===== src/hdl/fps_regs.svh =====
// timing counts and field encodings for the flyback pwm sequencer
`ifndef FPS_REGS_SVH
`define FPS_REGS_SVH
`define FPS_CLK_HZ 10000000
// oscillator period in clk_sys cycles per frequency code
`define FPS_FREQ_400 2'h0
`define FPS_FREQ_200 2'h1
`define FPS_FREQ_300 2'h2
`define FPS_FREQ_600 2'h3
`define FPS_PER_400 (`FPS_CLK_HZ / 400000)
`define FPS_PER_200 (`FPS_CLK_HZ / 200000)
`define FPS_PER_300 (`FPS_CLK_HZ / 300000)
`define FPS_PER_600 (`FPS_CLK_HZ / 600000)
// jitter: +/- span in cycles, oscillator cycles per step
`define FPS_JIT_SPAN 2
`define FPS_JIT_CYC 16
// soft-start: 8 steps of 1 ms
`define FPS_SS_STEPS 8
`define FPS_SS_STEP_MS 1
`define FPS_SS_STEP_CYC (`FPS_CLK_HZ / 1000 * `FPS_SS_STEP_MS)
// blanking, restart, wake and undervoltage blanking times, fault cycle count, step width
`define FPS_LEB_NS 300
`define FPS_LEB_CYC ((`FPS_LEB_NS * (`FPS_CLK_HZ / 1000000) + 999) / 1000)
`define FPS_RESTART_MS 100
`define FPS_WAKE_US 1000
`define FPS_UVB_MS 5
`define FPS_FAULT_CNT 4
`define FPS_STEP_W 3
`endif


===== src/hdl/fps_pkg.sv =====
// types shared by the flyback pwm sequencer
package fps_pkg;
  typedef enum logic [2:0] {
    FPS_ST_SOFT, FPS_ST_RUN, FPS_ST_IDLE, FPS_ST_WAKE, FPS_ST_FAULT
  } fps_state_t;
  // comparator inputs from the analog side
  typedef struct packed {
    logic ramp_trip;     // ramp reached control level
    logic first_overcurrent_limit_trip;     // first_overcurrent_limit exceeded
    logic second_overcurrent_limit_trip;     // second_overcurrent_limit exceeded
    logic burst_low;     // comp below burst_entry_level
    logic uv_low;        // sampled feedback below uv threshold
    logic fb_cur_ok;     // feedback pin current above minimum
    logic demag_seen;    // demagnetization detected
  } fps_sense_t;
  // status presented to software
  typedef struct packed {
    logic converter_fault_flag;
    logic [2:0] fault_cause; // second_overcurrent_limit, uv, open winding
    logic idle;
    logic soft_start;
  } fps_status_t;
endpackage


===== src/hdl/fps_sequencer.sv =====
// flyback pwm sequencer: oscillator, latch, burst, soft-start, protection
`timescale 1ns/1ps
`include "fps_regs.svh"
module fps_sequencer #(
  parameter int unsigned RESTART_CYC =
    `FPS_RESTART_MS * (`FPS_CLK_HZ / 1000),
  parameter int unsigned WAKE_CYC = `FPS_WAKE_US * (`FPS_CLK_HZ / 1000000),
  parameter int unsigned UVB_CYC = `FPS_UVB_MS * (`FPS_CLK_HZ / 1000),
  parameter int unsigned SS_STEP_CYC = `FPS_SS_STEP_CYC
) (
  input wire logic clk_sys,
  input wire logic rst,
  input wire logic [1:0] freq_sel,
  input wire fps_pkg::fps_sense_t sense_in,
  output logic switch_drive_out,
  output logic demag_done,
  output logic [2:0] soft_level,
  output logic parking_hold,
  output fps_pkg::fps_status_t supply_status_word
);
  import fps_pkg::*;

  // synchronised comparator inputs (two stages)
  fps_sense_t sync1_r;
  fps_sense_t sen_r;
  fps_state_t state_r;
  logic [7:0] per_base;     // nominal period in cycles
  logic [7:0] per_r;        // jittered period in use
  logic [7:0] osc_cnt_r;    // oscillator phase counter
  logic osc_pulse;          // one-cycle oscillator set pulse
  logic set_pend_r;         // set pulse held for demag
  logic demag_r;            // demag seen in this cycle
  logic on_r;               // pwm latch
  logic [7:0] leb_cnt_r;    // blanking counter after turn-on
  logic sense_live;         // current sense unblanked
  logic [4:0] jit_cnt_r;    // cycles per jitter step
  logic signed [3:0] jit_off_r; // present jitter offset
  logic jit_up_r;           // jitter direction
  logic [31:0] tmr_r;       // shared state timer
  logic [2:0] step_r;       // soft-start step
  logic [31:0] uvb_r;       // undervoltage blank counter
  logic [2:0] uv_cnt_r;     // undervoltage cycle count
  logic [2:0] fbc_cnt_r;    // weak feedback current count
  logic fb_ok_r;            // feedback current seen this on-time
  logic first_done_r;       // first wake cycle finished
  logic fault_now;          // any fault this clock
  logic [2:0] cause_now;    // fault cause vector
  logic switching;          // states that switch
  logic to_idle;            // sequencer drops into idle this clock

  // input synchroniser
  always_ff @(posedge clk_sys) begin
    if (rst) begin
      sync1_r <= '0;
      sen_r <= '0;
    end else begin
      sync1_r <= sense_in;
      sen_r <= sync1_r;
    end
  end

  // frequency code to nominal period
  always_comb begin
    case (freq_sel)
      `FPS_FREQ_200: per_base = 8'(`FPS_PER_200);
      `FPS_FREQ_300: per_base = 8'(`FPS_PER_300);
      `FPS_FREQ_600: per_base = 8'(`FPS_PER_600);
      default: per_base = 8'(`FPS_PER_400);
    endcase
  end

  // triangular jitter of the period
  always_ff @(posedge clk_sys) begin
    if (rst) begin
      jit_cnt_r <= '0;
      jit_off_r <= '0;
      jit_up_r <= 1'b1;
    end else if (osc_pulse) begin
      if (jit_cnt_r == 5'(`FPS_JIT_CYC - 1)) begin
        jit_cnt_r <= '0;
        if (jit_up_r) begin
          if (jit_off_r == 4'sd`FPS_JIT_SPAN) begin
            jit_up_r <= 1'b0;
            jit_off_r <= jit_off_r - 4'sd1;
          end else begin
            jit_off_r <= jit_off_r + 4'sd1;
          end
        end else begin
          if (jit_off_r == -4'sd`FPS_JIT_SPAN) begin
            jit_up_r <= 1'b1;
            jit_off_r <= jit_off_r + 4'sd1;
          end else begin
            jit_off_r <= jit_off_r - 4'sd1;
          end
        end
      end else begin
        jit_cnt_r <= jit_cnt_r + 5'h01;
      end
    end
  end

  // oscillator counter, period latched each cycle
  assign switching = (state_r == FPS_ST_SOFT) || (state_r == FPS_ST_RUN) ||
                     (state_r == FPS_ST_WAKE);
  assign osc_pulse = switching && (osc_cnt_r == 8'h00);
  always_ff @(posedge clk_sys) begin
    if (rst || !switching) begin
      osc_cnt_r <= '0;
      per_r <= 8'(`FPS_PER_400);
    end else if (osc_cnt_r >= per_r - 8'h01) begin
      osc_cnt_r <= '0;
      per_r <= per_base + 8'(jit_off_r);
    end else begin
      osc_cnt_r <= osc_cnt_r + 8'h01;
    end
  end

  // demag tracking and anti-ccm hold of the set pulse
  always_ff @(posedge clk_sys) begin
    if (rst || !switching) begin
      demag_r <= 1'b1;
      set_pend_r <= 1'b0;
    end else if ((osc_pulse || set_pend_r) && demag_r) begin
      demag_r <= 1'b0; // new cycle consumes demag
      set_pend_r <= 1'b0;
    end else begin
      if (sen_r.demag_seen && !on_r) demag_r <= 1'b1;
      if (osc_pulse) set_pend_r <= 1'b1;
    end
  end
  assign demag_done = demag_r;

  // leading-edge blanking counter
  always_ff @(posedge clk_sys) begin
    if (rst || !on_r) begin
      leb_cnt_r <= '0;
    end else if (leb_cnt_r != 8'(`FPS_LEB_CYC)) begin
      leb_cnt_r <= leb_cnt_r + 8'h01;
    end
  end
  assign sense_live = on_r && (leb_cnt_r == 8'(`FPS_LEB_CYC));

  // no turn-on on the clock that the sequencer drops into idle
  assign to_idle = sen_r.burst_low &&
                   ((state_r == FPS_ST_RUN) ||
                    ((state_r == FPS_ST_WAKE) && osc_pulse &&
                     (tmr_r == 32'h2)));

  // pwm latch
  always_ff @(posedge clk_sys) begin
    if (rst || !switching || fault_now || to_idle) begin
      on_r <= 1'b0;
    end else if ((osc_pulse || set_pend_r) && demag_r && !on_r) begin
      on_r <= 1'b1;
    end else if (on_r && (sen_r.ramp_trip || osc_pulse)) begin
      on_r <= 1'b0;
    end else if (sense_live && sen_r.first_overcurrent_limit_trip) begin
      on_r <= 1'b0;
    end
  end
  assign switch_drive_out = on_r;

  // fault detection causes
  always_comb begin
    cause_now = 3'h0;
    cause_now[2] = sense_live && sen_r.second_overcurrent_limit_trip;
    cause_now[1] = osc_pulse && (uv_cnt_r == 3'(`FPS_FAULT_CNT - 1)) &&
                   sen_r.uv_low && (uvb_r == 32'h0) &&
                   (state_r == FPS_ST_RUN);
    cause_now[0] = osc_pulse && (fbc_cnt_r == 3'(`FPS_FAULT_CNT - 1)) &&
                   !fb_ok_r && (state_r != FPS_ST_FAULT);
    fault_now = |cause_now;
  end

  // feedback current seen during on-time
  always_ff @(posedge clk_sys) begin
    if (rst || osc_pulse) begin
      fb_ok_r <= 1'b0;
    end else if (on_r && sen_r.fb_cur_ok) begin
      fb_ok_r <= 1'b1;
    end
  end

  // consecutive-cycle counters, checked at each cycle start
  always_ff @(posedge clk_sys) begin
    if (rst || state_r == FPS_ST_FAULT || fault_now) begin
      uv_cnt_r <= '0;
      fbc_cnt_r <= '0;
    end else if (osc_pulse) begin
      if (sen_r.uv_low && uvb_r == 32'h0 && state_r == FPS_ST_RUN)
        uv_cnt_r <= uv_cnt_r + 3'h1;
      else
        uv_cnt_r <= '0;
      if (!fb_ok_r)
        fbc_cnt_r <= fbc_cnt_r + 3'h1;
      else
        fbc_cnt_r <= '0;
    end
  end

  // main sequencer state and timer
  always_ff @(posedge clk_sys) begin
    if (rst) begin
      state_r <= FPS_ST_SOFT;
      tmr_r <= '0;
      step_r <= '0;
      uvb_r <= '0;
      first_done_r <= 1'b0;
    end else if (fault_now) begin
      state_r <= FPS_ST_FAULT;
      tmr_r <= '0;
    end else begin
      if (uvb_r != 32'h0) uvb_r <= uvb_r - 32'h1;
      case (state_r)
        FPS_ST_SOFT: begin
          if (tmr_r == SS_STEP_CYC - 1) begin
            tmr_r <= '0;
            if (step_r == 3'(`FPS_SS_STEPS - 1)) begin
              state_r <= FPS_ST_RUN;
              uvb_r <= UVB_CYC;
            end else begin
              step_r <= step_r + 3'h1;
            end
          end else begin
            tmr_r <= tmr_r + 32'h1;
          end
        end
        FPS_ST_RUN: begin
          if (sen_r.burst_low) begin
            state_r <= FPS_ST_IDLE;
            tmr_r <= '0;
          end
        end
        FPS_ST_IDLE: begin
          if (tmr_r == WAKE_CYC - 1) begin
            state_r <= FPS_ST_WAKE;
            tmr_r <= '0;
            first_done_r <= 1'b0;
          end else begin
            tmr_r <= tmr_r + 32'h1;
          end
        end
        FPS_ST_WAKE: begin
          // timer counts set pulses: start, end of first, end of second
          if (osc_pulse && tmr_r == 32'h2) begin
            tmr_r <= '0;
            state_r <= sen_r.burst_low ? FPS_ST_IDLE : FPS_ST_RUN;
          end else if (osc_pulse) begin
            tmr_r <= tmr_r + 32'h1;
            if (tmr_r == 32'h1) begin
              first_done_r <= 1'b1;
            end
          end
        end
        FPS_ST_FAULT: begin
          if (tmr_r == RESTART_CYC - 1) begin
            state_r <= FPS_ST_SOFT;
            tmr_r <= '0;
            step_r <= '0;
          end else begin
            tmr_r <= tmr_r + 32'h1;
          end
        end
        default: begin
          state_r <= FPS_ST_SOFT;
          tmr_r <= '0;
        end
      endcase
    end
  end

  // parking hold released after first wake cycle
  assign parking_hold = (state_r == FPS_ST_IDLE) ||
                        ((state_r == FPS_ST_WAKE) && !first_done_r);
  assign soft_level = step_r;

  // status word, fault flag and cause
  always_ff @(posedge clk_sys) begin
    if (rst) begin
      supply_status_word <= '0;
    end else begin
      supply_status_word.idle <= (state_r == FPS_ST_IDLE);
      supply_status_word.soft_start <= (state_r == FPS_ST_SOFT);
      if (fault_now) begin
        supply_status_word.converter_fault_flag <= 1'b1;
        supply_status_word.fault_cause <= cause_now;
      end else if (state_r == FPS_ST_FAULT && tmr_r == RESTART_CYC - 1) begin
        supply_status_word.converter_fault_flag <= 1'b0;
        supply_status_word.fault_cause <= '0;
      end
    end
  end
endmodule


===== config.mk =====
export PLATFORM = sky130hd
export DESIGN_NAME = fps_sequencer
export DESIGN_NICKNAME = d
export VERILOG_FILES = /design/src/hdl/fps_pkg.sv /design/src/hdl/fps_sequencer.sv
export VERILOG_INCLUDE_DIRS = /design/src /design/src/hdl
export SDC_FILE = /design/constraint.sdc
export NUM_CORES = 1
export LEC_CHECK = 0
export ABC_AREA = 0
export BUFFER_PORTS_ARGS = -buffer_cell sky130_fd_sc_hd__buf_2
export CORE_ASPECT_RATIO = 0.7
export CORE_MARGIN = 10
export CORE_UTILIZATION = 25
export DETAILED_ROUTE_END_ITERATION = 16
export GPL_ROUTABILITY_DRIVEN = 0
export MAX_ROUTING_LAYER = met4
export PLACE_DENSITY = 0.52
export SKIP_CTS_REPAIR_TIMING = 1
export SYNTH_ARGS = -nofsm -noshare
export SYNTH_HDL_FRONTEND = slang
export SYNTH_SLANG_ARGS = --single-unit

===== constraint.sdc =====
create_clock -name clk_sys -period 2.76 [get_ports clk_sys]
set_input_delay 0.414 -clock clk_sys [delete_from_list [all_inputs] [get_ports clk_sys]]
set_output_delay 0.414 -clock clk_sys [all_outputs]
set_load 0.03 [all_outputs]

# Word level (Yosys, flattened, before mapping)
# Index checks and enable logic that the tools add are counted.
dict set report totals {
  wordCells 192
  out_inout_bits 12
  inputBits 11
  reg_bits 135
}
dict set report classes {
  magnitude_cmp 1
  eq_ne 37
  bitwise_logic 1
  addsub 12
  muxes 44
  reduce_logical 61
}
# cell n
set op_table {}
lappend op_table {{2-to-1 mux 32 bit} 9}
lappend op_table {{case mux 32 bit (4 select lines)} 1}
lappend op_table {{2-to-1 mux 3 bit} 11}
lappend op_table {{adder 32 x 1 -> 32 bit (second input constant)} 1}
lappend op_table {{equality test 32 x 1 -> 1 bit (second input constant)} 1}
lappend op_table {{equality test 32 x 14 -> 1 bit (second input constant)} 1}
lappend op_table {{equality test 32 x 2 -> 1 bit (second input constant)} 1}
lappend op_table {{equality test 32 x 20 -> 1 bit (second input constant)} 1}
lappend op_table {{zero test 32 bit} 1}
lappend op_table {{nonzero test 32 bit} 1}
lappend op_table {{subtractor 32 x 1 -> 32 bit (second input constant)} 1}
lappend op_table {{logical AND 1 bit} 24}
lappend op_table {{!= test 3 bit (second input constant)} 7}
lappend op_table {{2-to-1 mux 4 bit} 5}
lappend op_table {{!= test 2 bit (second input constant)} 9}
lappend op_table {{case mux 6 bit (3 select lines)} 1}
lappend op_table {{AND reduction 6 bit} 3}
lappend op_table {{adder 8 x 1 -> 8 bit (second input constant)} 2}
lappend op_table {{case mux 3 bit (5 select lines)} 1}
lappend op_table {{logical OR 1 bit} 13}
lappend op_table {{equality test 3 x 2 -> 1 bit (second input constant)} 4}
lappend op_table {{2-to-1 mux 1 bit} 12}
lappend op_table {{adder 3 x 1 -> 3 bit (second input constant)} 3}
lappend op_table {{adder 8 bit} 1}
lappend op_table {{31 further kinds} 42}

# Longest topological paths before layout
dict set report logic_depth {
  depth_word 11
  mapped_depth 12
  ltp_nobuf 12
}

# Worst setup path after synthesis
# No wires, ideal clock.
dict set report synth_timing {
  kind {register to register}
  start {reg per_r[2]}
  end {reg osc_cnt_r[1]}
  setup_time_ps 80
  stages_incl_launch_ff 11
  path_buffers 1
  required_ps 2680
  slack_ps 35
  t_arrival_ps 2644
  path_cell_list {dfxtp_1 > or3_1 > nor3_1 > xnor2_1 > ha_1 > a2111oi_0 > nor2b_1 > o21a_1 > nor2_1 > clkbuf_1 > nor3b_1}
}
dict set report synth_between {
  elab_chain_cells 3
}
# element line_no
set synth_lines {}
lappend synth_lines {{start: declaration} fps_sequencer.sv:28} ;# logic [7:0] per_r;
lappend synth_lines {{start signal: assignment} fps_sequencer.sv:109} ;# per_r <= 8'(`FPS_PER_400);
lappend synth_lines {{start signal: assignment} fps_sequencer.sv:112} ;# per_r <= per_base + 8'(jit_off_r);
lappend synth_lines {{subtractor 8 x 1 -> 8 bit} fps_sequencer.sv:110} ;# end else if (osc_cnt_r >= per_r - 8'h01) begin
lappend synth_lines {{greater-or-equal comparator 8 bit} fps_sequencer.sv:110}
lappend synth_lines {{OR reduction 2 bit (no line)} -}
lappend synth_lines {{end signal: assignment} fps_sequencer.sv:114} ;# osc_cnt_r <= osc_cnt_r + 8'h01;
lappend synth_lines {{end: declaration} fps_sequencer.sv:29} ;# logic [7:0] osc_cnt_r;
# No other way between the ends.
# A chain may end at the register's enable or synchronous reset.

# Worst setup path in the final report
dict set report layout_timing {
  start {reg osc_cnt_r[0]}
  end {reg fbc_cnt_r[1]}
}
dict set report layout_between {
  elab_chain_cells 8
}
# element line_no
set layout_lines {}
lappend layout_lines {{zero test 8 bit *} fps_sequencer.sv:105} ;# assign osc_pulse = switching && (osc_cnt_r == 8'h00);
lappend layout_lines {{logical AND 1 bit *} fps_sequencer.sv:105}
lappend layout_lines {{logical AND 1 bit (4 in a row)} fps_sequencer.sv:167} ;# cause_now[1] = osc_pulse && (uv_cnt_r == 3'(`FPS_FAULT_CNT - 1)) &&
lappend layout_lines {{OR reduction 3 bit} fps_sequencer.sv:172} ;# fault_now = |cause_now;
lappend layout_lines {{logical OR 1 bit} fps_sequencer.sv:186} ;# if (rst || state_r == FPS_ST_FAULT || fault_now) begin
lappend layout_lines {{end signal: assignment} fps_sequencer.sv:195} ;# fbc_cnt_r <= fbc_cnt_r + 3'h1;
lappend layout_lines {{end: declaration} fps_sequencer.sv:43} ;# logic [2:0] fbc_cnt_r;
# Mark *: on every way between the ends. The rest lies on a longest branch, timed or not.

==> reports/metrics.cfg <==
[synth]
synth-seq-cells = 135
synthesis.nets = 871
syn_inst = 823
syn-cell-area_mm2 = 0.00706
synth_top_area_share_pct = 38.3
ys.warnings.count = 0
synthArstFlopShare_pct = 0
yosysSeqAreaShare_pct = 38.3
yosys.area.top_type = dfxtp_1
synth_edf_count = 0
synth-main-ff-cell = dfxtp_1
synth_cell_type_count = 64
yosys-top-cells-area = dfxtp_1 (38%), ha_1 (6.4%), nor2_1 (5.6%)
avgSynthCellArea_um2 = 8.58

[run]
maxCapViolations = 0

[setup_path]
rr_startpoint = osc_cnt_r[0]$_SDFF_PP0_
r2r.worst_path.cells = 9
r2r_end = fbc_cnt_r[1]$_SDFFE_PP0N_
end_kind = flip-flop
path_max_fanout = 6
crit_arrival_ns = 2.88
criticalPathCategory = flip-flop to flip-flop
rrSetupSlack_ns = 0.18
cp.required_ns = 3.06
start_kind = flip-flop

[clocking]
cts_max_path_buffers = 2
tritoncts = yes
cts_buffers = 17
clockRootBuffer = clkbuf_16
clkTransAtPathRegs_ns = 0.06
clock_latency_ns = 0.43
htreeDepth = 4
clock_sinks = 135

[detailed_routing]
drtAntennaViolNets = 0
drt-initial-drc-count = 444
first_pass_iters = 5
wire_per_inst_um = 14.1
vias_per_cell = 4.77
via_count = 6040
drcViolationCount = 0
wl_um = 17900

[floorplanning]
rows = 51
die_x_um = 221
dieHeight_um = 161
io_pins = 23
dieArea_mm2 = 0.0355
start_util_pct = 25.4
coreArea_mm2 = 0.0278

[grt]
grt_pass1_wl_um = 29300
antenna_found_initial = 0
grt_usage_pct = 10.3
grt_max_degree = 45
grt_pass1_vias = 5466
gr-total-overflow = 0

[min_path]
worstHoldPathCells = 2
hold-path-endpoint = sync1_r[0]$_SDFF_PP0_
hp-start = sense_in[0]
hp-class = input pin to flip-flop

[timing]
setup_viol = 0
period_minus_slack_ns = 2.58
finClkSkew_ns = 0.00858
layout_setup_ws_ns = 0.184
tightest_slew_ns = 0.770
fmax_ghz = 0.388
period_share_pct = 93.3
hold_viol = 0
timing.slew.headroom_pct = 48.2
whs_ns = 0.193
final_max_slew_viol_count = 0

[final_layout]
area_growth_pct = 21.3
finalNetCount = 931
num-fill-cells = 2970
diodes = 0
final_layout_size_suffix_gt1_share_pct = 15.2

[placed_design]
dp_slack_ns = -0.0938
post-dp-hpwl_um = 13300
port_buffers = 22

[power]
power_density_mw_per_mm2 = 876
power_leakage_nw = 3.24
ir_drop_uv = 552

[status]
status = completed

## sequential cells by signal (all words and copies together), names as in the netlist, 4 cells and up
name and cells:
jit_cnt_r 5, jit_off_r 4, tmr_r 32, osc_cnt_r 8, sync1_r 7, sen_r 7, leb_cnt_r 8, supply_status_word 6
uvb_r 32, per_r 8
## metrics by stage
stage	util, %	total power (W)	setup TNS (ns)	area, um^2	cells
after floorplan	-	0.00429	0	7060	823
after global placement	28.3	0.00498	-0.225	7870	1235
after detailed placement	28.3	0.00499	-0.424	7870	1235
after CTS	30.6	0.00750	-0.670	8500	1267
after global routing	30.8	0.00796	-0.0137	8560	1267
final	30.8	0.00750	0	8560	1267
## layout by cell type (no fill, tap or decap), types with 21 or more instances in the layout
master,instances
xor2_1,41
ha_1,36
buf_2,22
nor3_1,52
dfxtp_1,135
buf_4,47
nor2_1,103
inv_1,30
xnor2_1,43
nand3_1,43
o21ai_0,21
nand4_1,37
a21oi_1,35
nand2_1,40
## cells in the mapped netlist, types with 3 or more instances
library cell,number
a211oi_1,5
a21o_1,6
a21oi_1,35
a22oi_1,3
a31o_2,3
a31oi_1,5
and2_1,4
and3_1,15
and4_1,4
buf_6,4
clkbuf_1,22
dfxtp_1,135
ha_1,36
inv_1,30
nand2_1,40
nand2b_1,8
nand3_1,43
nand3b_1,3
nand4_1,37
nand4b_1,3
nor2_1,105
nor2b_1,18
nor3_1,52
nor3_2,3
nor3b_1,5
nor4_1,19
nor4_2,4
nor4b_1,5
o211ai_1,7
o21a_1,4
o21ai_0,21
or2_2,6
or3_1,10
xnor2_1,43
xor2_1,41
## cell type report
cell class	instances	area (um^2)	share of cell area, %
Multi-Input combinational cell	628	4160	48.5
Sequential cell	135	2700	31.6
Timing Repair Buffer	71	494	5.77
Tap cell	371	464	5.42
Clock buffer	19	443	5.17
Clock inverter	13	193	2.25
Inverter	30	113	1.31
## routing by layer
metal  wire [um]  global-route usage (%)  share of wire, %  vias to the layer above
li1            -                       -                 -                     3067
met1       10300                    15.4                57                     2847
met2        6710                    12.7                37                      117
met3         807                    2.97               4.5                        9
met4         118                    2.51              0.66                        0
met5           0                       -                 0                        -
## power by group
part | switching [W] | internal [W] | total (W)
sequential | 0.000279 | 0.00221 | 0.00249
clock | 0.000926 | 0.00155 | 0.00247
combinational | 0.00143 | 0.00111 | 0.00253
## worst max-delay path, stage by stage, from the launching register on
cell and delay, ns:
dfxtp_1 0.35, inv_1 0.13, ha_1 0.16, nor4b_4 0.32, nand4_1 0.23, or4_1 0.56, and3_1 0.25, buf_4 0.14
nand2_1 0.22, nor2_1 0.09
## worst max path at each step
stage / startpoint / end / depth (start not counted)
final: osc_cnt_r[0]$_SDFF_PP0_ / fbc_cnt_r[1]$_SDFFE_PP0N_ / 9
after global routing: per_r[2]$_SDFFE_PP0P_ / per_r[1]$_SDFFE_PP0P_ / 9
after floorplan: per_r[2]$_SDFFE_PP0P_ / osc_cnt_r[1]$_SDFF_PP0_ / 10
after detailed placement: per_r[2]$_SDFFE_PP0P_ / per_r[1]$_SDFFE_PP0P_ / 9
after CTS: per_r[2]$_SDFFE_PP0P_ / per_r[1]$_SDFFE_PP0P_ / 9
after global placement: per_r[2]$_SDFFE_PP0P_ / per_r[1]$_SDFFE_PP0P_ / 9
## cells by family after synthesis
group           share of synthesized area (%)
simple gates                             30.4
buf+inv                                  3.70
compound gates                           10.3
fa+ha+maj                                6.66
flops                                    38.3
mux                                     0.159
xor+xnor                                 10.4
Note: power is estimated with default switching activity, not from simulation.
